===== src/sadc_pkg.sv =====
// package: converter control constants
package sadc_pkg;

    // bus geometry
    localparam int ADDR_W = 18;
    localparam int DATA_W = 32;

    // register indices; byte address is four times the index
    localparam logic [15:0] IDX_RESULT = 16'hFF08;
    localparam logic [15:0] IDX_RESULT_HI = 16'hFF09;
    localparam logic [15:0] IDX_CHANNEL = 16'hFF0E;
    localparam logic [15:0] IDX_MODE = 16'hFF10;
    localparam logic [15:0] IDX_AMP_CTRL = 16'hFF11;
    localparam logic [15:0] IDX_STATUS = 16'hFF12;
    localparam logic [15:0] IDX_DIR = 16'hFF22;
    localparam logic [15:0] IDX_PORT_CFG = 16'hFF97;

    localparam logic [ADDR_W-1:0] ADDR_RESULT = {IDX_RESULT, 2'b00};
    localparam logic [ADDR_W-1:0] ADDR_RESULT_HI = {IDX_RESULT_HI, 2'b00};
    localparam logic [ADDR_W-1:0] ADDR_CHANNEL = {IDX_CHANNEL, 2'b00};
    localparam logic [ADDR_W-1:0] ADDR_MODE = {IDX_MODE, 2'b00};
    localparam logic [ADDR_W-1:0] ADDR_AMP_CTRL = {IDX_AMP_CTRL, 2'b00};
    localparam logic [ADDR_W-1:0] ADDR_STATUS = {IDX_STATUS, 2'b00};
    localparam logic [ADDR_W-1:0] ADDR_DIR = {IDX_DIR, 2'b00};
    localparam logic [ADDR_W-1:0] ADDR_PORT_CFG = {IDX_PORT_CFG, 2'b00};

    // converter mode register fields
    localparam int MODE_ENABLE_BIT = 0;
    localparam int MODE_RANGE_LSB = 1;
    localparam int MODE_TIME_LSB = 3;
    localparam int MODE_START_BIT = 7;

    // amplifier control fields and masks
    localparam int AMP0_EN_BIT = 7;
    localparam int AMP1_EN_BIT = 3;
    localparam logic [7:0] AMP_CTRL_MASK = 8'h88;
    localparam logic [7:0] CHANNEL_MASK = 8'h07;

    // pin roles
    localparam logic [7:0] AMP_IN_PINS = 8'hA5;
    localparam logic [7:0] AMP_OUT_PINS = 8'h42;
    localparam logic [7:0] AMP1_PINS = 8'hE0;

    // status register fields
    localparam int STAT_BUSY_BIT = 0;
    localparam int STAT_READY_BIT = 1;
    localparam int STAT_SAMPLE_BIT = 2;
    localparam int STAT_CFG_ERR_BIT = 3;

    // reset values
    localparam logic [7:0] MODE_RESET = 8'h00;
    localparam logic [7:0] CHANNEL_RESET = 8'h00;
    localparam logic [7:0] AMP_CTRL_RESET = 8'h00;
    localparam logic [7:0] DIR_RESET = 8'hFF;
    localparam logic [7:0] PORT_CFG_RESET = 8'h00;
    localparam logic [15:0] RESULT_RESET = 16'h0000;

    // timing
    localparam int CLK_MHZ = 250;
    localparam int SETTLE_NS = 1000;
    localparam int SETTLE_CYCLES = (SETTLE_NS * CLK_MHZ + 999) / 1000;
    localparam int SAMPLE_TICKS = 4;

    // sequencer states
    typedef enum logic [1:0] {ST_IDLE, ST_SAMPLE, ST_CONVERT} sadc_state_t;

    // conversion clock divisor
    function automatic logic [3:0] conv_divisor(input logic [2:0] fr);
        logic [3:0] d;
        d = 4'hC;
        case (fr)
            3'h0: d = 4'hC;
            3'h1: d = 4'h8;
            3'h2: d = 4'h6;
            3'h3: d = 4'h4;
            3'h4: d = 4'h3;
            3'h5: d = 4'h2;
            default: d = 4'hC;
        endcase
        return d;
    endfunction

endpackage


===== src/sadc_sar_seq.sv =====
// module: sample and binary search sequencer
`timescale 1ns/1ps
module sadc_sar_seq #(
    parameter int BITS = 10,
    parameter int SAMPLE_TICKS = sadc_pkg::SAMPLE_TICKS
) (
    // clock, reset, enable
    input wire logic pclk,
    input wire logic presetn,
    input wire logic ce,
    // control
    input wire logic launch,
    input wire logic abort,
    input wire logic tick,
    // comparator
    input wire logic comp_greater,
    // status and data
    output logic sampling,
    output logic busy,
    output logic done,
    output logic [BITS-1:0] trial
);
    localparam int IDX_W = (BITS > 1) ? $clog2(BITS) : 1;
    localparam int CNT_W = (SAMPLE_TICKS > 1) ? $clog2(SAMPLE_TICKS) : 1;

    sadc_pkg::sadc_state_t state;
    logic [IDX_W-1:0] bit_idx;
    logic [CNT_W-1:0] samp_cnt;
    logic [BITS-1:0] sar;

    if (SAMPLE_TICKS < 1 || BITS < 2) begin : g_bad_param
        $error("sadc_sar_seq: unsupported parameters");
    end

    // status views of the state
    assign sampling = (state == sadc_pkg::ST_SAMPLE);
    assign busy = (state != sadc_pkg::ST_IDLE);
    assign trial = sar;

    // sample, then one bit per tick
    always_ff @(posedge pclk or negedge presetn)
    begin
        if (!presetn)
        begin
            state <= sadc_pkg::ST_IDLE;
            bit_idx <= '0;
            samp_cnt <= '0;
            sar <= '0;
            done <= 1'b0;
        end
        else if (ce)
        begin
            done <= 1'b0;
            if (abort)
            begin
                state <= sadc_pkg::ST_IDLE; // RULE_10 RULE_20
            end
            else
            begin
                case (state)
                    sadc_pkg::ST_IDLE:
                    begin
                        if (launch)
                        begin
                            state <= sadc_pkg::ST_SAMPLE; // RULE_05
                            samp_cnt <= '0;
                        end
                    end
                    sadc_pkg::ST_SAMPLE:
                    begin
                        if (tick)
                        begin
                            if (samp_cnt == CNT_W'(SAMPLE_TICKS - 1))
                            begin
                                state <= sadc_pkg::ST_CONVERT; // RULE_05
                                sar <= {1'b1, {(BITS-1){1'b0}}}; // RULE_06
                                bit_idx <= IDX_W'(BITS - 1);
                            end
                            else
                            begin
                                samp_cnt <= samp_cnt + 1'b1;
                            end
                        end
                    end
                    sadc_pkg::ST_CONVERT:
                    begin
                        if (tick)
                        begin
                            sar[bit_idx] <= comp_greater; // RULE_06 RULE_07 RULE_13
                            if (bit_idx == '0)
                            begin
                                state <= sadc_pkg::ST_IDLE;
                                done <= 1'b1; // RULE_08 RULE_23
                            end
                            else
                            begin
                                sar[bit_idx - 1'b1] <= 1'b1; // RULE_07 RULE_08
                                bit_idx <= bit_idx - 1'b1; // RULE_23
                            end
                        end
                    end
                    default: state <= sadc_pkg::ST_IDLE;
                endcase
            end
        end
    end
endmodule


===== src/sadc_ctrl.sv =====
// module: converter control top
//
// Overview of operation
// RULE_01: time and range bits set first
// RULE_02: enable bit powers the comparator
// RULE_03: wait settling time after enabling; the code does not wait, the settling count is status only
// RULE_04: start bit converts selected channel
// RULE_05: fixed sampling, then hold until end
// RULE_06: bit nine tried first at half scale
// RULE_07: bit eight tried at quarter points
// RULE_08: ten decisions, then latch and interrupt
// RULE_09: repeat while start bit stays set
// RULE_10: channel write aborts and restarts
// RULE_11: reset clears both result views
// RULE_12: restart needs only start when enabled
// RULE_13: result is rounded input ratio
// RULE_14: direction zero drives, one is input
// RULE_15: reset sets all direction bits
// RULE_16: analog pins need input direction
// RULE_17: latch ignored on analog pins
// RULE_18: amplifier input pin also converted
// RULE_19: amplifier output pin is converted
// RULE_20: clearing start halts, keeps result
// RULE_21: config write at end suppresses load
// RULE_22: result left justified, low six zero
// RULE_23: one bit per tick, one done pulse
// RULE_24: digital or driven analog pins invalid
//
// The APB interface to the registers is this design's own decision.
`timescale 1ns/1ps
module sadc_ctrl #(
    parameter int RES_BITS = 10,
    parameter int SAMPLE_TICKS = sadc_pkg::SAMPLE_TICKS
) (
    // clock, reset, enable
    input wire logic pclk,
    input wire logic presetn,
    input wire logic ce,
    // apb slave
    input wire logic psel,
    input wire logic penable,
    input wire logic pwrite,
    input wire logic [sadc_pkg::ADDR_W-1:0] paddr,
    input wire logic [sadc_pkg::DATA_W-1:0] pwdata,
    output logic [sadc_pkg::DATA_W-1:0] prdata,
    output logic pready,
    output logic pslverr,
    // analog core
    output logic comp_enable,
    output logic sample_phase,
    output logic [RES_BITS-1:0] tap_code,
    input wire logic comp_greater,
    output logic [2:0] conv_channel,
    output logic conv_from_amp,
    output logic conv_channel_valid,
    // operational amplifiers
    output logic [1:0] amp_enable,
    output logic [7:0] amp_input_route,
    // port 2 pads
    input wire logic [7:0] port2_latch,
    input wire logic [7:0] port2_pad_in,
    output logic [7:0] port2_pad_out,
    output logic [7:0] port2_pad_oe_n,
    output logic [7:0] port2_digital_in,
    output logic [7:0] config_error,
    // conversion end event
    output logic conversion_end_irq
);
    localparam int PAD = 16 - RES_BITS;
    localparam int SETTLE_W = $clog2(sadc_pkg::SETTLE_CYCLES + 1);

    if (RES_BITS < 8 || RES_BITS > 15) begin : g_bad_res
        $error("sadc_ctrl: RES_BITS must lie in 8..15");
    end

    // software registers
    logic [7:0] converter_mode_reg;
    logic [7:0] channel_select_reg;
    logic [7:0] amplifier_control_reg;
    logic [7:0] port2_direction;
    logic [7:0] port_analog_digital_select;

    logic [15:0] result_reg_16bit;
    logic [7:0] result_reg_upper8;

    // internal state
    logic [3:0] div_cnt;
    logic [SETTLE_W-1:0] settle_cnt;

    logic [sadc_pkg::DATA_W-1:0] next_prdata;

    // bus decode
    wire setup_phase = psel & ~penable;
    wire access_phase = psel & penable;
    wire wr_fire = access_phase & pwrite & ce;

    wire hit_result = (paddr == sadc_pkg::ADDR_RESULT);
    wire hit_result_hi = (paddr == sadc_pkg::ADDR_RESULT_HI);
    wire hit_channel = (paddr == sadc_pkg::ADDR_CHANNEL);
    wire hit_mode = (paddr == sadc_pkg::ADDR_MODE);
    wire hit_amp = (paddr == sadc_pkg::ADDR_AMP_CTRL);
    wire hit_status = (paddr == sadc_pkg::ADDR_STATUS);
    wire hit_dir = (paddr == sadc_pkg::ADDR_DIR);
    wire hit_port_cfg = (paddr == sadc_pkg::ADDR_PORT_CFG);
    wire mapped = hit_result | hit_result_hi | hit_channel | hit_mode | hit_amp
                  | hit_status | hit_dir | hit_port_cfg;

    wire wr_mode = wr_fire & hit_mode;
    wire wr_channel = wr_fire & hit_channel;
    wire wr_amp = wr_fire & hit_amp;
    wire wr_dir = wr_fire & hit_dir;
    wire wr_port_cfg = wr_fire & hit_port_cfg;

    // zero-wait slave, error on unmapped
    assign pready = 1'b1;
    assign pslverr = access_phase & ~mapped;

    // mode fields
    wire conv_enable = converter_mode_reg[sadc_pkg::MODE_ENABLE_BIT];
    wire conv_start = converter_mode_reg[sadc_pkg::MODE_START_BIT];
    wire [2:0] conversion_time_field = converter_mode_reg[sadc_pkg::MODE_TIME_LSB +: 3];

    wire [3:0] divisor = sadc_pkg::conv_divisor(conversion_time_field); // RULE_01

    // amplifier enables
    assign amp_enable[0] = amplifier_control_reg[sadc_pkg::AMP0_EN_BIT];
    assign amp_enable[1] = amplifier_control_reg[sadc_pkg::AMP1_EN_BIT];

    // comparator power follows the enable bit
    assign comp_enable = conv_enable; // RULE_02
    wire comp_ready = (settle_cnt == SETTLE_W'(sadc_pkg::SETTLE_CYCLES));

    // per-pin function matrix
    wire [7:0] pin_analog = ~port_analog_digital_select;
    wire [7:0] pin_input = port2_direction;
    wire [7:0] pin_amp_en;
    wire [7:0] pin_selected;

    genvar gi;
    generate
        for (gi = 0; gi < 8; gi++)
        begin : g_pin
            assign pin_amp_en[gi] = sadc_pkg::AMP1_PINS[gi] ? amp_enable[1] : amp_enable[0];
            assign pin_selected[gi] = (channel_select_reg[2:0] == 3'(gi));

            // pad driver: digital pins in output mode only
            assign port2_pad_oe_n[gi] = ~(~pin_analog[gi] & ~pin_input[gi]); // RULE_14
            assign port2_pad_out[gi] = ~port2_pad_oe_n[gi] & port2_latch[gi]; // RULE_17
            assign port2_digital_in[gi] = ~pin_analog[gi] & pin_input[gi] & port2_pad_in[gi];

            // amplifier input path on analog input-mode pins
            assign amp_input_route[gi] = sadc_pkg::AMP_IN_PINS[gi] & pin_analog[gi]
                                         & pin_input[gi] & pin_amp_en[gi]; // RULE_18

            // prohibited combinations
            assign config_error[gi] = (pin_analog[gi] & ~pin_input[gi]) // RULE_16 RULE_24
                | (~pin_analog[gi] & pin_selected[gi]) // RULE_24
                | (~pin_analog[gi] & sadc_pkg::AMP_OUT_PINS[gi] & pin_amp_en[gi]);
        end
    endgenerate

    // converter input routing
    assign conv_channel = channel_select_reg[2:0]; // RULE_04
    wire sel_analog_in = pin_analog[conv_channel] & pin_input[conv_channel]; // RULE_16
    assign conv_channel_valid = sel_analog_in & ~config_error[conv_channel]; // RULE_24 RULE_18
    assign conv_from_amp = conv_channel_valid & sadc_pkg::AMP_OUT_PINS[conv_channel]
                           & pin_amp_en[conv_channel]; // RULE_19

    // sequencer control
    logic seq_busy;
    logic seq_done;
    logic seq_sampling;
    logic [RES_BITS-1:0] seq_trial;

    // abort wins over launch
    wire cfg_write = wr_mode | wr_channel | wr_port_cfg;
    wire seq_abort = wr_channel | ~conv_start | ~conv_enable; // RULE_10 RULE_20
    wire seq_launch = conv_start & conv_enable & conv_channel_valid
                      & ~seq_busy; // RULE_04 RULE_09 RULE_12
    wire conv_tick = seq_busy & (div_cnt == divisor - 4'h1); // RULE_23
    wire result_load = seq_done & ~cfg_write; // RULE_21

    sadc_sar_seq #(
        .BITS(RES_BITS),
        .SAMPLE_TICKS(SAMPLE_TICKS)
    ) u_seq (
        .pclk(pclk),
        .presetn(presetn),
        .ce(ce),
        .launch(seq_launch),
        .abort(seq_abort),
        .tick(conv_tick),
        .comp_greater(comp_greater),
        .sampling(seq_sampling),
        .busy(seq_busy),
        .done(seq_done),
        .trial(seq_trial)
    );

    // analog handshake: sample switch and tap code
    assign sample_phase = seq_sampling; // RULE_05
    assign tap_code = seq_trial; // RULE_06 RULE_07

    // conversion clock divider
    always_ff @(posedge pclk or negedge presetn)
    begin
        if (!presetn)
        begin
            div_cnt <= 4'h0;
        end
        else if (ce)
        begin
            if (!seq_busy || conv_tick)
                div_cnt <= 4'h0;
            else
                div_cnt <= div_cnt + 4'h1;
        end
    end

    // comparator settling counter, cleared while disabled
    // status only, never blocks start
    always_ff @(posedge pclk or negedge presetn)
    begin
        if (!presetn)
        begin
            settle_cnt <= '0;
        end
        else if (ce)
        begin
            if (!conv_enable)
                settle_cnt <= '0;
            else if (!comp_ready)
                settle_cnt <= settle_cnt + 1'b1;
        end
    end

    // mode, channel and amplifier registers
    always_ff @(posedge pclk or negedge presetn)
    begin
        if (!presetn)
        begin
            converter_mode_reg <= sadc_pkg::MODE_RESET;
            channel_select_reg <= sadc_pkg::CHANNEL_RESET;
            amplifier_control_reg <= sadc_pkg::AMP_CTRL_RESET;
        end
        else
        begin
            // ce is folded into the strobes
            if (wr_mode)
                converter_mode_reg <= pwdata[7:0];
            if (wr_channel)
                channel_select_reg <= pwdata[7:0] & sadc_pkg::CHANNEL_MASK;
            if (wr_amp)
                amplifier_control_reg <= pwdata[7:0] & sadc_pkg::AMP_CTRL_MASK;
        end
    end

    // port configuration registers
    always_ff @(posedge pclk or negedge presetn)
    begin
        if (!presetn)
        begin
            port2_direction <= sadc_pkg::DIR_RESET; // RULE_15
            port_analog_digital_select <= sadc_pkg::PORT_CFG_RESET;
        end
        else
        begin
            if (wr_dir)
                port2_direction <= pwdata[7:0]; // RULE_14
            if (wr_port_cfg)
                port_analog_digital_select <= pwdata[7:0];
        end
    end

    // result registers
    always_ff @(posedge pclk or negedge presetn)
    begin
        if (!presetn)
        begin
            result_reg_16bit <= sadc_pkg::RESULT_RESET; // RULE_11
            result_reg_upper8 <= sadc_pkg::RESULT_RESET[15:8]; // RULE_11
        end
        else if (ce && result_load)
        begin
            result_reg_16bit <= {seq_trial, {PAD{1'b0}}}; // RULE_08 RULE_22
            result_reg_upper8 <= seq_trial[RES_BITS-1 -: 8];
        end
    end

    // conversion end pulse
    // one cycle, right after the load
    always_ff @(posedge pclk or negedge presetn)
    begin
        if (!presetn)
        begin
            conversion_end_irq <= 1'b0;
        end
        else if (ce)
        begin
            conversion_end_irq <= result_load; // RULE_08 RULE_21 RULE_23
        end
    end

    // read mux
    always_comb
    begin
        next_prdata = '0;
        if (hit_result)
            next_prdata[15:0] = result_reg_16bit;
        else if (hit_result_hi)
            next_prdata[7:0] = result_reg_upper8;
        else if (hit_channel)
            next_prdata[7:0] = channel_select_reg;
        else if (hit_mode)
            next_prdata[7:0] = converter_mode_reg;
        else if (hit_amp)
            next_prdata[7:0] = amplifier_control_reg;
        else if (hit_dir)
            next_prdata[7:0] = port2_direction;
        else if (hit_port_cfg)
            next_prdata[7:0] = port_analog_digital_select;
        else if (hit_status)
        begin
            next_prdata[sadc_pkg::STAT_BUSY_BIT] = seq_busy;
            next_prdata[sadc_pkg::STAT_READY_BIT] = comp_ready;
            next_prdata[sadc_pkg::STAT_SAMPLE_BIT] = seq_sampling;
            next_prdata[sadc_pkg::STAT_CFG_ERR_BIT] = |config_error;
        end
    end

    // read data captured in the setup cycle
    // held through the access phase
    always_ff @(posedge pclk or negedge presetn)
    begin
        if (!presetn)
        begin
            prdata <= '0;
        end
        else if (ce && setup_phase)
        begin
            prdata <= next_prdata;
        end
    end
endmodule


===== config.mk =====
export PLATFORM = sky130hd
export DESIGN_NAME = sadc_ctrl
export DESIGN_NICKNAME = d
export VERILOG_FILES = /design/src/sadc_pkg.sv /design/src/sadc_sar_seq.sv /design/src/sadc_ctrl.sv
export SDC_FILE = /design/constraint.sdc
export NUM_CORES = 1
export LEC_CHECK = 0
export BUFFER_PORTS_ARGS = -buffer_cell sky130_fd_sc_hd__buf_4
export CELL_PAD_IN_SITES_DETAIL_PLACEMENT = 1
export CELL_PAD_IN_SITES_GLOBAL_PLACEMENT = 1
export CORE_MARGIN = 2
export CORE_UTILIZATION = 28
export DETAILED_ROUTE_END_ITERATION = 8
export PLACE_DENSITY = 0.73
export SLEW_MARGIN = 20
export SYNTH_ARGS = -nofsm -noshare
export SYNTH_HDL_FRONTEND = slang
export SYNTH_SLANG_ARGS = --single-unit

===== constraint.sdc =====
create_clock -name pclk -period 7.3 [get_ports pclk]
set_input_delay 0 -clock pclk [delete_from_list [all_inputs] [get_ports pclk]]
set_output_delay 0 -clock pclk [all_outputs]
set_load 0.03 [all_outputs]

# [Word level (Yosys, flattened, before mapping)]
# Memory sizes are Yosys's and may differ from the RTL's.
# Cells that the tools add are included.
[totals] reg_bits=95 memories=1 input_bits=73 out_inout_bits=94 mem_bits_ro=8
[op_classes] addsub=5 n_eq_ne=37 bitwise_logic=132 muxes=53 n_reduce_logical=18 n_lt_le_gt_ge=5
[memory_table] name="(no name shown)" depth=8 width=1 read_ports=1 rd_clocked_by_memory_dff=0 write_ports=0 line_no="sadc_ctrl.sv:166" text="assign conv_from_amp = conv_channel_valid & sadc_pkg::AMP_OUT_PINS[conv_channel]"
[op_table] op="18-bit equality test, second input constant" n=8
[op_table] op="1-bit AND" n=77
[op_table] op="8-bit two-way mux" n=9
[op_table] op="10-bit two-way mux" n=4
[op_table] op="4-bit two-way mux" n=8
[op_table] op="1-bit inverter" n=32
[op_table] op="1-bit OR" n=21
[op_table] op="10-bit case mux with 2 select lines" n=1
[op_table] op="4-bit case mux with 5 select lines" n=1
[op_table] op="3-bit equality test, second input constant" n=6
[op_table] op="2-bit two-way mux" n=9
[op_table] op="6-bit AND reduction" n=3
[op_table] op="1-bit binary-select mux with 3-bit select" n=4
[op_table] op="3-bit by 2-bit equality test with 1-bit output, second input constant" n=4
[op_table] op="1-bit two-way mux" n=11
[op_table] op="10-bit bitwise mux" n=1
[op_table] op="4-bit by 5-bit < comparator with 1-bit output, second input constant" n=2
[op_table] op="2-bit inequality test, second input constant" n=5
[op_table] op="10-bit OR" n=1
[op_table] op="8-bit by 1-bit adder with 8-bit output, second input constant" n=1
[op_table] op="1-bit demux with 4-bit select" n=2
[op_table] op="8-bit equality test, second input constant" n=1
[op_table] op="4-bit by 1-bit >= comparator with 1-bit output, second input constant" n=2
[op_table] op="8-bit inverter" n=1
[op_table] op="25 further kinds" n=36

# [Depth between registers and ports, before layout]
# Gate-level depths: netlist (run 1).
[depth] word_depth=14 ltp_mapped=11 ltp_nobuf=11

# [By module]
# A second synthesis (run 1) with hierarchy kept.
[unflattened] hier_cells=559 hier_area_um2=5412.7
[by_module_without_submodules] module="sadc_ctrl" n_inst=1 cells_each=416 area_per_inst_um2=4115.2
[by_module_without_submodules] module="sadc_sar_seq" n_inst=1 cells_each=143 area_per_inst_um2=1297.5

# [Worst setup path after synthesis (run 1)]
# No wires, ideal clock.
[synth_path] path_kind="reg-to-reg" start="register converter_mode_reg[4]" end="register u_seq.bit_idx[2]" arrival_time_ns=2.633 synth_period_minus_slack_ns=2.754 path_stages_with_launch=11 n_path_buf=0 setup_time_ns=0.121 path_slack_ns=4.546 cell_sequence="dfrtp_1 nor3b_1 inv_1 ha_1 xnor2_1 nor4bb_1 a221oi_2 nor4_4 and4bb_2 o21ai_1 a22o_1"
[synth_via] elab_chain_len=7
[synth_lines] element="start: declaration" line_no="sadc_ctrl.sv:77" text="logic [7:0] converter_mode_reg;"
[synth_lines] element="start signal: assignment" line_no="sadc_ctrl.sv:242" text="converter_mode_reg <= sadc_pkg::MODE_RESET;"
[synth_lines] element="start signal: assignment" line_no="sadc_ctrl.sv:250" text="converter_mode_reg <= pwdata[7:0];"
[synth_lines] element="3-bit equality test, or another cell as far along" line_no="sadc_pkg.sv:71" text="case (fr)"
[synth_lines] element="4-bit case mux with 5 select lines (*)" line_no="sadc_pkg.sv:71"
[synth_lines] element="4-bit by 1-bit subtractor with 4-bit output (*)" line_no="sadc_ctrl.sv:180" text="wire conv_tick = seq_busy & (div_cnt == divisor - 4'h1);"
[synth_lines] element="4-bit equality test (*)" line_no="sadc_ctrl.sv:180"
[synth_lines] element="1-bit AND (*)" line_no="sadc_ctrl.sv:180"
[synth_lines] element="2-bit inequality test (no line) / 2-bit by 1-bit inequality test with 1-bit output (equally long branches)"
[synth_lines] element="7-bit AND reduction (no line) (*)"
[synth_lines] element="end signal: assignment" line_no="sadc_sar_seq.sv:77" text="bit_idx <= IDX_W'(BITS - 1);"
[synth_lines] element="end signal: assignment" line_no="sadc_sar_seq.sv:98" text="bit_idx <= bit_idx - 1'b1;"
[synth_lines] element="end: declaration" line_no="sadc_sar_seq.sv:27" text="logic [IDX_W-1:0] bit_idx;"
# Mark *: on every way between the ends. The rest lies on a longest branch, timed or not.
# A chain may end at the register's enable or synchronous reset.

# [Worst setup path in the final report (run 1)]
[layout_path] start="register converter_mode_reg[4]" end="register u_seq.sar[9], in the netlist u_seq.trial[9]"
[layout_via] elab_chain_len=7
[layout_lines] element="3-bit equality test, or another cell as far along" line_no="sadc_pkg.sv:71"
[layout_lines] element="4-bit case mux with 5 select lines (*)" line_no="sadc_pkg.sv:71"
[layout_lines] element="4-bit by 1-bit subtractor with 4-bit output (*)" line_no="sadc_ctrl.sv:180"
[layout_lines] element="4-bit equality test (*)" line_no="sadc_ctrl.sv:180"
[layout_lines] element="1-bit AND (*)" line_no="sadc_ctrl.sv:180"
[layout_lines] element="2-bit inequality test (no line) / 2-bit by 1-bit inequality test with 1-bit output (equally long branches)"
[layout_lines] element="6-bit AND reduction (no line) (*)"
[layout_lines] element="end signal: assignment" line_no="sadc_sar_seq.sv:76" text="sar <= {1'b1, {(BITS-1){1'b0}}};"
[layout_lines] element="end signal: indexed assignment" line_no="sadc_sar_seq.sv:89" text="sar[bit_idx] <= comp_greater;"
[layout_lines] element="end: declaration" line_no="sadc_sar_seq.sv:29" text="logic [BITS-1:0] sar;"
# Marks and branches as above.

==> results of run 1 <==
## metrics by stage
stage               cell area (um^2)  utilization [%]  worst slack [ns]  std cells
floorplan                       5570                -              4.55        615
global placement                6570             33.9              4.25        960
detailed placement              6570             33.9              4.19        960
CTS                             6990             36.0              4.16        985
global route                    7000             36.1              3.82        985
finish                          7000             36.1              4.13        985
## worst max-delay path: stages, from the launching register on
cell and delay, ns:
dfrtp_1 0.47, nor3b_1 0.33, inv_1 0.08, ha_1 0.21
xnor2_1 0.27, nor4bb_1 0.38, a221oi_2 0.15, nor4_4 0.42
o21a_1 0.41, o22ai_1 0.15, a31oi_1 0.21
## routing by layer
| metal | vias up | track usage, % |
|---|---|---|
| li1 | 2349 | - |
| met3 | 28 | 2.19 |
| met1 | 2497 | 20.9 |
| met2 | 137 | 29.9 |
| met5 | - | 0 |
| met4 | 0 | 5.42 |
## how the worst max path moves through the flow
stage | start | end | slack [ns] | cells after the start
3_5_place_dp | converter_mode_reg[4] | u_seq.state[0] | 4.19 | 10
2_1_floorplan | converter_mode_reg[4] | u_seq.bit_idx[2] | 4.55 | 10
6_report | converter_mode_reg[4] | u_seq.trial[9] | 4.13 | 10
3_3_place_gp | converter_mode_reg[4] | u_seq.bit_idx[2] | 4.25 | 10
5_1_grt | converter_mode_reg[5] | u_seq.state[0] | 3.82 | 10
4_1_cts | converter_mode_reg[5] | u_seq.trial[9] | 4.16 | 10
## what timing repair did
action                                 4_1_cts  5_1_grt
endpoints found under the hold margin       48        0
buffers inserted                             0        0
hold buffers                                 9        0
## layout make-up
type                            count  area [um^2]
Fill cell                        2286        12400
Tap cell                          265          332
Clock inverter                      7          103
Clock buffer                        9          225
Timing Repair Buffer              131         1010
Multi-Input combinational cell    457         3040
Sequential cell                    87         2190
Inverter                           29          109
## cells by family (layout without fill, tap and decap cells)
group / after synthesis / count (layout) / share of synthesized area (%)
DFF: 87 / 87 / 39.8
adders and majority gates: 14 / 14 / 3.18
other: 2 / 21 / 0.137
xor gates and xnor gates: 4 / 4 / 0.637
muxes: 45 / 45 / 10.2
AOI/OAI and AO/OA: 137 / 137 / 16.4
and+or+nand+nor: 236 / 236 / 23.3
buffers and inverters: 71 / 176 / 6.44
## power breakdown
group | leakage (nW) | switching, mW | total [mW] | internal, mW
clock | 0.157 | 0.215 | 0.519 | 0.304
combinational | 1.92 | 0.0501 | 0.0772 | 0.0271
sequential | 1.17 | 0.00136 | 0.485 | 0.484
total | 3.25 | 0.266 | 1.08 | 0.815
## cells in the final DEF (no fill, tap or decap), types with 8 or more instances in the layout
master           n
nand2b_1        10
and3_1          15
inv_1           29
o21ai_1         12
clkbuf_16        9
conb_1          21
ha_1            14
a31oi_1         10
nor3_1          12
dfstp_2          8
nor2_1          39
mux2_4           9
dfrtp_1         79
o21ai_0         24
a21oi_1         31
dlygate4sd3_1    9
mux2_1          27
nand2_1         73
buf_4          122
nor2b_1         13
nand3_1         15
==> impl_metrics.xml, run 1 <==
<?xml version="1.0" encoding="UTF-8"?>
<metrics>
  <group name="synth">
    <metric name="yosysMostFrequentCell" unit="">dfrtp_1</metric>
    <metric name="ys_dominant_reg_cell" unit="">dfrtp_1</metric>
    <metric name="synth.ff_latch_count" unit="">87</metric>
    <metric name="synthTopCellsByArea" unit="">dfrtp_1 (36%), mux2_1 (5.5%), nand2_1 (5.0%)</metric>
    <metric name="synth_largest_type_area_fraction" unit="%">35.9</metric>
    <metric name="synth_cell_types" unit="">80</metric>
    <metric name="yosys_warnings" unit="">0</metric>
    <metric name="synth_area_leader_cell" unit="">dfrtp_1</metric>
    <metric name="synthesis.area_per_instance" unit="um^2">9.23</metric>
    <metric name="ys_top_cells_by_count" unit="">dfrtp_1 (79), nand2_1 (73), nor2_1 (39), a21oi_1 (31), inv_1 (29)</metric>
    <metric name="syn-instance-count" unit="">596</metric>
    <metric name="async_reset_ff_share" unit="%">100</metric>
    <metric name="synth-edff-count" unit="">0</metric>
    <metric name="synth-seq-area-share" unit="%">39.8</metric>
    <metric name="synth_area" unit="mm^2">0.00550</metric>
  </group>
  <group name="clock_tree">
    <metric name="skew_pair_late_insertion_delay" unit="ns">0.35</metric>
    <metric name="cts.reportedPaths.clkPinSlew" unit="ns">0.07</metric>
    <metric name="cts_root_buffer" unit="">clkbuf_16</metric>
    <metric name="cts_inserted_buffers" unit="">9</metric>
    <metric name="cts_tree" unit="">yes</metric>
    <metric name="cts.path.max_buffers" unit="">2</metric>
    <metric name="cts.repair.resized" unit="">0</metric>
    <metric name="ctsHtreeMaxLevel" unit="">3</metric>
    <metric name="cts_sinks" unit="">87</metric>
  </group>
  <group name="setup_path">
    <metric name="critPathRequiredTime" unit="ns">7.56</metric>
    <metric name="crit_type" unit="">reg -&gt; reg</metric>
    <metric name="r2r_end" unit="">u_seq.trial[9]</metric>
    <metric name="setup.reg_to_reg.worst_slack" unit="ns">4.13</metric>
    <metric name="worst-endpoint-arrival" unit="ns">3.42</metric>
    <metric name="regToRegStartpoint" unit="">converter_mode_reg[4]</metric>
    <metric name="worstRegToRegCells" unit="">10</metric>
    <metric name="critical_path_startpoint_category" unit="">flip-flop</metric>
    <metric name="critical_path.max_fanout" unit="">8</metric>
    <metric name="setup.worst_path.end_class" unit="">flip-flop</metric>
  </group>
  <group name="finish">
    <metric name="registers.top_by_ff_count" unit="">prdata</metric>
    <metric name="largest_reg_flops" unit="">16</metric>
    <metric name="num-nets-final" unit="">802</metric>
    <metric name="num_antenna_cells" unit="">0</metric>
    <metric name="drive_above_1_share" unit="%">25.0</metric>
    <metric name="area_added_between_synthesis_and_finish" unit="%">27.2</metric>
  </group>
  <group name="timing">
    <metric name="post-route-period-util" unit="%">43.4</metric>
    <metric name="max_freq" unit="MHz">316</metric>
    <metric name="slew_headroom" unit="%">40.0</metric>
    <metric name="setup_viol_count_final" unit="">0</metric>
    <metric name="setup_total_negative_slack" unit="ns">0</metric>
    <metric name="worst_hold_margin" unit="ns">0.0146</metric>
    <metric name="timing_worst_slew_pin_value" unit="ns">0.899</metric>
    <metric name="slew_viol_final" unit="">0</metric>
    <metric name="final.setup_skew" unit="ns">0.00899</metric>
    <metric name="final_hold_viol_count" unit="">0</metric>
    <metric name="grt_setup_unrepaired" unit="">no</metric>
    <metric name="min_tclk_post_route" unit="ns">3.17</metric>
  </group>
  <group name="placed_design">
    <metric name="gp_routability_congestion" unit="">0.832</metric>
    <metric name="io_buffers" unit="">121</metric>
    <metric name="dp_hpwl" unit="um">13000</metric>
  </group>
  <group name="detailed_routing">
    <metric name="vias_per_cell" unit="">5.09</metric>
    <metric name="drcViolationCount" unit="">0</metric>
    <metric name="routed-via-count" unit="">5011</metric>
    <metric name="drt_iter0_markers" unit="">249</metric>
    <metric name="detailroute.wirelength.met2" unit="um">8660</metric>
    <metric name="drtPass1Iterations" unit="">4</metric>
    <metric name="route.top_layer_used" unit="">met4</metric>
    <metric name="post_drt_wl_per_cell" unit="um">17.6</metric>
    <metric name="antenna_left" unit="">0</metric>
    <metric name="met3_wirelength" unit="um">773</metric>
    <metric name="wl_met1" unit="um">7560</metric>
    <metric name="routed_wl" unit="um">17300</metric>
  </group>
  <group name="global_route">
    <metric name="grt.overflow.total" unit="">0</metric>
    <metric name="vias_in_the_first_global_route" unit="">5015</metric>
    <metric name="grt_pass1_wl" unit="um">27200</metric>
    <metric name="antenna_violations_before_repair" unit="">0</metric>
    <metric name="grt_usage" unit="%">16.7</metric>
    <metric name="pin_count_of_the_biggest_net_entering_global_routing" unit="">69</metric>
  </group>
  <group name="power_and_ir_drop">
    <metric name="power-per-cell-area" unit="mW/mm^2">155</metric>
    <metric name="finalPower" unit="mW">1.08</metric>
    <metric name="max_vdd_drop" unit="uV">84.6</metric>
    <metric name="leakage_power_of_the_design" unit="nW">3.25</metric>
  </group>
  <group name="die">
    <metric name="dieHeight" unit="um">144</metric>
    <metric name="pin_count" unit="">167</metric>
    <metric name="die_width" unit="um">144</metric>
    <metric name="floorplan.initialDensity" unit="%">28.4</metric>
    <metric name="std_cell_rows" unit="">51</metric>
    <metric name="core-area" unit="mm^2">0.0194</metric>
    <metric name="dieArea" unit="mm^2">0.0208</metric>
  </group>
  <group name="hold_path">
    <metric name="worstHoldPathCells" unit="">3</metric>
    <metric name="whs_endpoint" unit="">div_cnt[0]</metric>
    <metric name="hold_start" unit="">ce</metric>
    <metric name="min_path_type" unit="">in -&gt; reg</metric>
  </group>
  <group name="status">
    <metric name="status" unit="">finished clean</metric>
  </group>
  <group name="run">
    <metric name="maxCapViolCount" unit="">0</metric>
  </group>
</metrics>
No activity file was read; power rests on OpenSTA's default activity.
==> inputs of run 2 (changes only) <==
--- a/config.mk
+++ b/config.mk
@@ -5,13 +5,14 @@
 export SDC_FILE = /design/constraint.sdc
 export NUM_CORES = 1
 export LEC_CHECK = 0
+export ABC_AREA = 1
 export BUFFER_PORTS_ARGS = -buffer_cell sky130_fd_sc_hd__buf_4
 export CELL_PAD_IN_SITES_DETAIL_PLACEMENT = 1
 export CELL_PAD_IN_SITES_GLOBAL_PLACEMENT = 1
 export CORE_MARGIN = 2
 export CORE_UTILIZATION = 28
 export DETAILED_ROUTE_END_ITERATION = 8
-export PLACE_DENSITY = 0.73
+export PLACE_DENSITY = 0.76
 export SLEW_MARGIN = 20
 export SYNTH_ARGS = -nofsm -noshare
 export SYNTH_HDL_FRONTEND = slang
==> constraint.sdc (replaced) <==
create_clock -name pclk -period 3.1 [get_ports pclk]
set_input_delay 0 -clock pclk [delete_from_list [all_inputs] [get_ports pclk]]
set_output_delay 0 -clock pclk [all_outputs]
set_load 0.03 [all_outputs]
==> run 2 against run 1 <==
Sequential cell count did not move; power rose by 140%; non-clock buffer count rose by 4; clock power rose by 140%; die area up 2.1%; wire length rose by 4.4%; critical endpoint is now u_seq.trial[0]; highest routed layer unchanged.
==> impl_metrics.xml, run 2 <==
<?xml version="1.0" encoding="UTF-8"?>
<metrics>
  <group name="setup_path">
    <metric name="critical_path_startpoint_category" unit="">flip-flop</metric>
    <metric name="cpPeakStageDelay" unit="ns">0.44</metric>
    <metric name="worst-endpoint-arrival" unit="ns">2.81</metric>
    <metric name="setup.reg_to_reg.worst_slack" unit="ns">0.53</metric>
    <metric name="critPathRequiredTime" unit="ns">3.35</metric>
    <metric name="worstRegToRegCells" unit="">14</metric>
    <metric name="critical-path-slowest-cell" unit="">dfrtp_1</metric>
    <metric name="critPathMostFrequentCell" unit="">nand2_1</metric>
    <metric name="r2r_end" unit="">u_seq.trial[0]</metric>
    <metric name="path_cells" unit="">nor2_1 -&gt; inv_1 -&gt; o21ai_0 -&gt; inv_1 -&gt; ha_1 -&gt; xnor2_1 -&gt; xor2_1 -&gt; nand3_1 -&gt; nand2_1 -&gt; nand2_2 -&gt; nor2_4 -&gt; nand2_2 -&gt; nand2_1 -&gt; nand2_1</metric>
    <metric name="crit_type" unit="">reg -&gt; reg</metric>
    <metric name="critical_path.max_fanout" unit="">10</metric>
    <metric name="setup.worst_path.end_class" unit="">flip-flop</metric>
    <metric name="regToRegStartpoint" unit="">converter_mode_reg[5]</metric>
    <metric name="critical_path.startpoint" unit="">converter_mode_reg[5]</metric>
  </group>
  <group name="clock_tree">
    <metric name="ctsHtreeMaxLevel" unit="">3</metric>
    <metric name="cts_inserted_buffers" unit="">9</metric>
    <metric name="cts.repair.resized" unit="">0</metric>
    <metric name="cts_root_buffer" unit="">clkbuf_16</metric>
    <metric name="cts_tree" unit="">yes</metric>
    <metric name="cts_sinks" unit="">87</metric>
    <metric name="cts.path.max_buffers" unit="">2</metric>
    <metric name="skew_pair_late_insertion_delay" unit="ns">0.35</metric>
    <metric name="cts.reportedPaths.clkPinSlew" unit="ns">0.07</metric>
  </group>
  <group name="global_route">
    <metric name="antenna_violations_before_repair" unit="">0</metric>
    <metric name="grt.met3_usage" unit="%">3.51</metric>
    <metric name="grt_use_met1" unit="%">21.3</metric>
    <metric name="pin_count_of_the_biggest_net_entering_global_routing" unit="">56</metric>
    <metric name="global_route.usage.met2" unit="%">29.9</metric>
    <metric name="grt_usage" unit="%">17.3</metric>
    <metric name="grt.overflow.total" unit="">0</metric>
    <metric name="grt_pass1_wl" unit="um">30300</metric>
    <metric name="vias_in_the_first_global_route" unit="">6001</metric>
    <metric name="grt_busiest_layer" unit="">met2</metric>
  </group>
  <group name="finish">
    <metric name="registers.top_by_ff_count" unit="">prdata</metric>
    <metric name="num-nets-final" unit="">1031</metric>
    <metric name="final_common_cell" unit="">nand2_1</metric>
    <metric name="num_antenna_cells" unit="">0</metric>
    <metric name="drive_above_1_share" unit="%">18.0</metric>
    <metric name="largest_reg_flops" unit="">16</metric>
    <metric name="area_added_between_synthesis_and_finish" unit="%">27.3</metric>
    <metric name="fillers" unit="">2515</metric>
    <metric name="final_cell_mix" unit="">nand2_1 (260), buf_4 (126), inv_1 (108), dfrtp_1 (79), nor2_1 (67)</metric>
    <metric name="finalInstanceArea" unit="mm^2">0.00715</metric>
  </group>
  <group name="synth">
    <metric name="yosysMostFrequentCell" unit="">nand2_1</metric>
    <metric name="synthTopCellsByArea" unit="">dfrtp_1 (35%), nand2_1 (17%), inv_1 (7.2%)</metric>
    <metric name="synth_area_leader_cell" unit="">dfrtp_1</metric>
    <metric name="synth_area" unit="mm^2">0.00562</metric>
    <metric name="synth-seq-area-share" unit="%">38.9</metric>
    <metric name="synthesis.area_per_instance" unit="um^2">6.90</metric>
    <metric name="synth-edff-count" unit="">0</metric>
    <metric name="ys_dominant_reg_cell" unit="">dfrtp_1</metric>
    <metric name="ys_top_cells_by_count" unit="">nand2_1 (260), inv_1 (108), dfrtp_1 (79), nor2_1 (67), o21ai_0 (58)</metric>
    <metric name="async_reset_ff_share" unit="%">100</metric>
    <metric name="yosys_warnings" unit="">0</metric>
    <metric name="synth_largest_type_area_fraction" unit="%">35.2</metric>
    <metric name="synth.ff_latch_count" unit="">87</metric>
    <metric name="synth_cell_types" unit="">42</metric>
    <metric name="syn-instance-count" unit="">815</metric>
  </group>
  <group name="timing">
    <metric name="timing_worst_slew_pin_value" unit="ns">0.763</metric>
    <metric name="setup_viol_count_final" unit="">0</metric>
    <metric name="slew_viol_final" unit="">0</metric>
    <metric name="grt_setup_unrepaired" unit="">no</metric>
    <metric name="post-route-period-util" unit="%">82.7</metric>
    <metric name="setup_total_negative_slack" unit="ns">0</metric>
    <metric name="final.setup_skew" unit="ns">0.00807</metric>
    <metric name="slew_headroom" unit="%">49.1</metric>
    <metric name="min_tclk_post_route" unit="ns">2.57</metric>
    <metric name="max_freq" unit="MHz">390</metric>
    <metric name="final_hold_viol_count" unit="">0</metric>
  </group>
  <group name="detailed_routing">
    <metric name="post_drt_wl_per_cell" unit="um">14.9</metric>
    <metric name="routed-via-count" unit="">5724</metric>
    <metric name="antenna_left" unit="">0</metric>
    <metric name="drtPass1Iterations" unit="">6</metric>
    <metric name="vias_per_cell" unit="">4.71</metric>
    <metric name="drcViolationCount" unit="">0</metric>
    <metric name="routed_wl" unit="um">18100</metric>
    <metric name="drt_iter0_markers" unit="">300</metric>
  </group>
  <group name="die">
    <metric name="floorplan.initialDensity" unit="%">28.7</metric>
    <metric name="pin_count" unit="">167</metric>
    <metric name="die_width" unit="um">146</metric>
    <metric name="dieArea" unit="mm^2">0.0212</metric>
    <metric name="core-area" unit="mm^2">0.0196</metric>
    <metric name="std_cell_rows" unit="">51</metric>
    <metric name="dieHeight" unit="um">146</metric>
  </group>
  <group name="status">
    <metric name="status" unit="">finished clean</metric>
  </group>
  <group name="power_and_ir_drop">
    <metric name="power-per-cell-area" unit="mW/mm^2">356</metric>
    <metric name="leakage_power_of_the_design" unit="nW">3.55</metric>
    <metric name="max_vdd_drop" unit="uV">205</metric>
  </group>
  <group name="hold_path">
    <metric name="hold_start" unit="">pwdata[2]</metric>
    <metric name="min_path_type" unit="">in -&gt; reg</metric>
    <metric name="whs_endpoint" unit="">pin_input[2]</metric>
    <metric name="worstHoldPathCells" unit="">3</metric>
  </group>
  <group name="placed_design">
    <metric name="io_buffers" unit="">121</metric>
    <metric name="dp_hpwl" unit="um">14100</metric>
    <metric name="gp_routability_congestion" unit="">0.854</metric>
    <metric name="place_area" unit="mm^2">0.00672</metric>
  </group>
  <group name="run">
    <metric name="maxCapViolCount" unit="">0</metric>
  </group>
</metrics>
==> run 2: cell types whose count changed after synthesis, sizes merged, moves of 10 or more <==
| cell | change |
|---|---|
| nand2 | +190 |
| inv | +82 |
| mux2 | -40 |
| nand3 | +40 |
| nor2 | +36 |
| o21ai | +27 |
| and3 | -16 |
| clkbuf | -13 |
| nor2b | -13 |
| nand4 | +12 |
| a31oi | -10 |
| nand2b | -10 |
==> run 2: cell type report <==
type | instances | area [um^2] | area share, %
inverter | 113 | 424 | 5.93
sequential | 87 | 2190 | 30.6
clock inverter | 6 | 91.3 | 1.28
timing repair buffer | 135 | 1040 | 14.5
tap | 265 | 332 | 4.63
clock buffer | 10 | 239 | 3.34
multi-input combinational | 598 | 2850 | 39.8
==> run 2: kinds of logic (layout without fill, tap and decap cells) <==
group           count (synthesis)  in the layout  share of synthesized area, %
flops                          87             87                          38.9
buf+inv                       149            264                          11.7
other cells                     2             21                         0.134
xor+xnor                        8              8                          1.25
mux                             5              5                         0.891
simple gates                  446            446                          34.3
compound gates                104            104                          9.71
fa+ha+maj                      14             14                          3.12
==> run 2: worst max-delay path by stage <==
stage / endpoint / slack, ns / depth (start not counted)
after floorplan: u_seq.trial[0] / 0.92 / 15
after global placement: u_seq.trial[2] / 0.47 / 15
after detailed placement: u_seq.trial[0] / 0.35 / 14
after CTS: u_seq.trial[0] / 0.33 / 14
after global routing: u_seq.trial[0] / 0.20 / 15
final: u_seq.trial[0] / 0.53 / 14
==> run 2: critical path, delay by kind of cell (launching register included) <==
family                   cells  cell delay [ns]
AND/OR/NAND/NOR              8             1.06
XOR/XNOR                     2             0.46
AO/OA/AOI/OAI                1             0.17
adder cells (fa/ha/maj)      1             0.19
buffers and inverters        2             0.15
flip-flops                   1             0.44
==> run 2: where the power goes <==
| part | leakage, nW | internal [mW] | switching (mW) | total [mW] |
|---|---|---|---|---|
| clock network | 0.163 | 0.733 | 0.485 | 1.22 |
| registers | 1.14 | 1.14 | 0.00184 | 1.14 |
| logic | 2.25 | 0.0645 | 0.125 | 0.189 |
| total | 3.55 | 1.93 | 0.612 | 2.55 |
==> run 2: routing by layer <==
| layer | share of wire, % | up-vias |
|---|---|---|
| met2 | 50 | 111 |
| li1 | - | 2807 |
| met3 | 4.1 | 34 |
| met4 | 2.5 | 0 |
| met5 | 0 | - |
| met1 | 44 | 2772 |
==> run 2: stage by stage <==
| step | std cells | total power [mW] | worst slack [ns] | util, % | hold WS, ns |
|---|---|---|---|---|---|
| 3_5_place_dp | 1187 | 1.34 | 0.351 | 34.3 | 0.127 |
| 5_1_grt | 1214 | 2.63 | 0.198 | 36.5 | 0.0450 |
| 6_report | 1214 | 2.55 | 0.535 | 36.5 | 0.0121 |
| 4_1_cts | 1212 | 2.57 | 0.329 | 36.4 | 0.0157 |
| 2_1_floorplan | 834 | 1.26 | 0.919 | - | -0.296 |
| 3_3_place_gp | 1187 | 1.34 | 0.466 | 34.3 | 0.116 |
==> run 2: what timing repair did <==
item                                    4_1_cts  5_1_grt
hold endpoints to repair                     71        0
endpoints found under the setup margin        0       10
setup buffers                                 0        2
hold buffers                                  9        0
==> inputs of run 3 (changes only) <==
==> constraint.sdc (replaced) <==
create_clock -name pclk -period 2.7 [get_ports pclk]
set_input_delay 0 -clock pclk [delete_from_list [all_inputs] [get_ports pclk]]
set_output_delay 0 -clock pclk [all_outputs]
set_load 0.03 [all_outputs]
==> run 3 against run 2 <==
Register-to-register slack worse by 0.35 ns; worst hold slack about the same; combinational power up 16%; global-route usage down 0.33 points; highest routed layer unchanged; fmax up 1.9%; sequential cell count stayed put; sequential power increased by 15%; via count is 0.73% lower; final cell count up 0.33%; critical path type unchanged; setup slack lost 0.35 ns; utilization about the same; non-clock buffer count rose by 4.
==> impl_metrics.xml, run 3 (synthesis gave the netlist of run 2 again) <==
<?xml version="1.0" encoding="UTF-8"?>
<metrics>
  <group name="finish">
    <metric name="final_common_cell" unit="">nand2_1</metric>
    <metric name="largest_reg_flops" unit="">16</metric>
    <metric name="num-nets-final" unit="">1035</metric>
    <metric name="final_cell_mix" unit="">nand2_1 (260), buf_4 (130), inv_1 (108), dfrtp_1 (79), nor2_1 (66)</metric>
    <metric name="fillers" unit="">2500</metric>
    <metric name="num_antenna_cells" unit="">0</metric>
    <metric name="drive_above_1_share" unit="%">18.5</metric>
    <metric name="registers.top_by_ff_count" unit="">prdata</metric>
    <metric name="area_added_between_synthesis_and_finish" unit="%">27.4</metric>
  </group>
  <group name="global_route">
    <metric name="grt_usage" unit="%">17.0</metric>
    <metric name="antenna_violations_before_repair" unit="">0</metric>
    <metric name="pin_count_of_the_biggest_net_entering_global_routing" unit="">41</metric>
    <metric name="grt.overflow.total" unit="">0</metric>
    <metric name="grt_pass1_wl" unit="um">29600</metric>
    <metric name="vias_in_the_first_global_route" unit="">5816</metric>
  </group>
  <group name="detailed_routing">
    <metric name="drcViolationCount" unit="">0</metric>
    <metric name="routed-via-count" unit="">5682</metric>
    <metric name="routed_wl" unit="um">18100</metric>
    <metric name="drt_iter0_markers" unit="">233</metric>
    <metric name="antenna_left" unit="">0</metric>
    <metric name="vias_per_cell" unit="">4.67</metric>
    <metric name="drtPass1Iterations" unit="">4</metric>
    <metric name="post_drt_wl_per_cell" unit="um">14.8</metric>
  </group>
  <group name="run">
    <metric name="maxCapViolCount" unit="">0</metric>
  </group>
  <group name="timing">
    <metric name="final.setup_skew" unit="ns">0.00869</metric>
    <metric name="min_tclk_post_route" unit="ns">2.52</metric>
    <metric name="setup_viol_count_final" unit="">0</metric>
    <metric name="grt_setup_unrepaired" unit="">yes</metric>
    <metric name="timing_worst_slew_pin_value" unit="ns">0.613</metric>
    <metric name="final.setup.worst_slack" unit="ns">0.182</metric>
    <metric name="max_freq" unit="MHz">397</metric>
    <metric name="slew_viol_final" unit="">0</metric>
    <metric name="setup_total_negative_slack" unit="ns">0</metric>
    <metric name="slew_headroom" unit="%">58.8</metric>
    <metric name="final_hold_viol_count" unit="">0</metric>
    <metric name="post-route-period-util" unit="%">93.3</metric>
  </group>
  <group name="setup_path">
    <metric name="setup.reg_to_reg.worst_slack" unit="ns">0.18</metric>
    <metric name="critPathRequiredTime" unit="ns">2.94</metric>
    <metric name="crit_type" unit="">reg -&gt; reg</metric>
    <metric name="critical_path_startpoint_category" unit="">flip-flop</metric>
    <metric name="critical_path.max_fanout" unit="">10</metric>
    <metric name="setup.worst_path.end_class" unit="">flip-flop</metric>
    <metric name="worst-endpoint-arrival" unit="ns">2.76</metric>
  </group>
  <group name="clock_tree">
    <metric name="ctsHtreeMaxLevel" unit="">3</metric>
    <metric name="skew_pair_late_insertion_delay" unit="ns">0.35</metric>
    <metric name="cts_root_buffer" unit="">clkbuf_16</metric>
    <metric name="cts_sinks" unit="">87</metric>
    <metric name="cts.path.max_buffers" unit="">2</metric>
    <metric name="cts.reportedPaths.clkPinSlew" unit="ns">0.07</metric>
    <metric name="cts_tree" unit="">yes</metric>
    <metric name="cts_inserted_buffers" unit="">9</metric>
  </group>
  <group name="placed_design">
    <metric name="io_buffers" unit="">121</metric>
    <metric name="dp_hpwl" unit="um">14200</metric>
    <metric name="gp_routability_congestion" unit="">0.848</metric>
    <metric name="minimum_setup_slack_after_placement" unit="ns">0.207</metric>
  </group>
  <group name="power_and_ir_drop">
    <metric name="power-per-cell-area" unit="mW/mm^2">394</metric>
    <metric name="max_vdd_drop" unit="uV">335</metric>
    <metric name="leakage_power_of_the_design" unit="nW">3.56</metric>
  </group>
  <group name="die">
    <metric name="die_width" unit="um">146</metric>
    <metric name="dieHeight" unit="um">146</metric>
    <metric name="pin_count" unit="">167</metric>
    <metric name="std_cell_rows" unit="">51</metric>
    <metric name="dieArea" unit="mm^2">0.0212</metric>
    <metric name="core-area" unit="mm^2">0.0196</metric>
    <metric name="floorplan.initialDensity" unit="%">28.7</metric>
  </group>
  <group name="status">
    <metric name="status" unit="">finished clean</metric>
  </group>
  <group name="hold_path">
    <metric name="min_path_type" unit="">in -&gt; reg</metric>
  </group>
</metrics>
-- run 3: critical path, stage by stage (launching register included) --
cell	delay, ns
dfrtp_1	0.44
nor2_2	0.17
inv_1	0.07
o21ai_0	0.14
inv_1	0.06
ha_1	0.19
xnor2_1	0.18
xor2_1	0.30
nand3_1	0.15
nand2_1	0.13
nand2_2	0.09
nor2_4	0.15
nand2_2	0.17
nand2_1	0.12
nand2_1	0.05
-- run 3: final cells by class --
class	instances	area [um^2]	share of cell area, %
inverter	113	424	5.92
clock inverter	6	67.6	0.943
sequential	87	2190	30.5
tap	265	332	4.63
timing repair buffer	139	1070	14.9
multi-input combinational	598	2850	39.8
clock buffer	10	239	3.34
-- run 3: metrics by stage --
step                      utilization [%]  power (mW)  hold slack, ns  instance area [um^2]  std cells
after floorplan                         -        1.45          -0.296                  5690        834
after global placement               34.5        1.54          0.0246                  6760       1192
after detailed placement             34.5        1.54          0.0374                  6760       1192
after CTS                            36.5        2.86         0.00624                  7150       1217
after global routing                 36.6        2.93          0.0172                  7160       1218
final                                36.6        2.82          0.0117                  7160       1218
-- run 3: final timing paths --
| check | startpoint | to | depth (start not counted) |
|---|---|---|---|
| min in group asynchronous | presetn | prdata[6] | 2 |
| max in group asynchronous | presetn | pin_input[1] | 3 |
| max reg2reg | converter_mode_reg[5] | u_seq.trial[4] | 14 |
| max | converter_mode_reg[5] | u_seq.trial[4] | 14 |
| min | pwdata[5] | port_analog_digital_select[5] | 3 |
| min reg2reg | prdata[9] | prdata[9] | 2 |
-- run 3: repair_timing --
item                                   4_1_cts  5_1_grt
buffers inserted                             0        1
hold buffers                                 9        0
setup endpoints to repair                    0       10
endpoints found under the hold margin       55        0
resized for setup                            0        1
-- run 3: power by group --
group	internal (mW)	switching, mW
logic	0.0748	0.144
clock network	0.746	0.550
registers	1.31	0.00220
total	2.13	0.696
-- run 3: layer usage --
| layer | vias up | wire length [um] | GRT usage [%] |
|---|---|---|---|
| li1 | 2822 | - | - |
| met1 | 2747 | 8210 | 21.4 |
| met2 | 96 | 9030 | 29.7 |
| met3 | 17 | 554 | 3.51 |
| met4 | 0 | 254 | 3.97 |
| met5 | - | 0 | 0 |
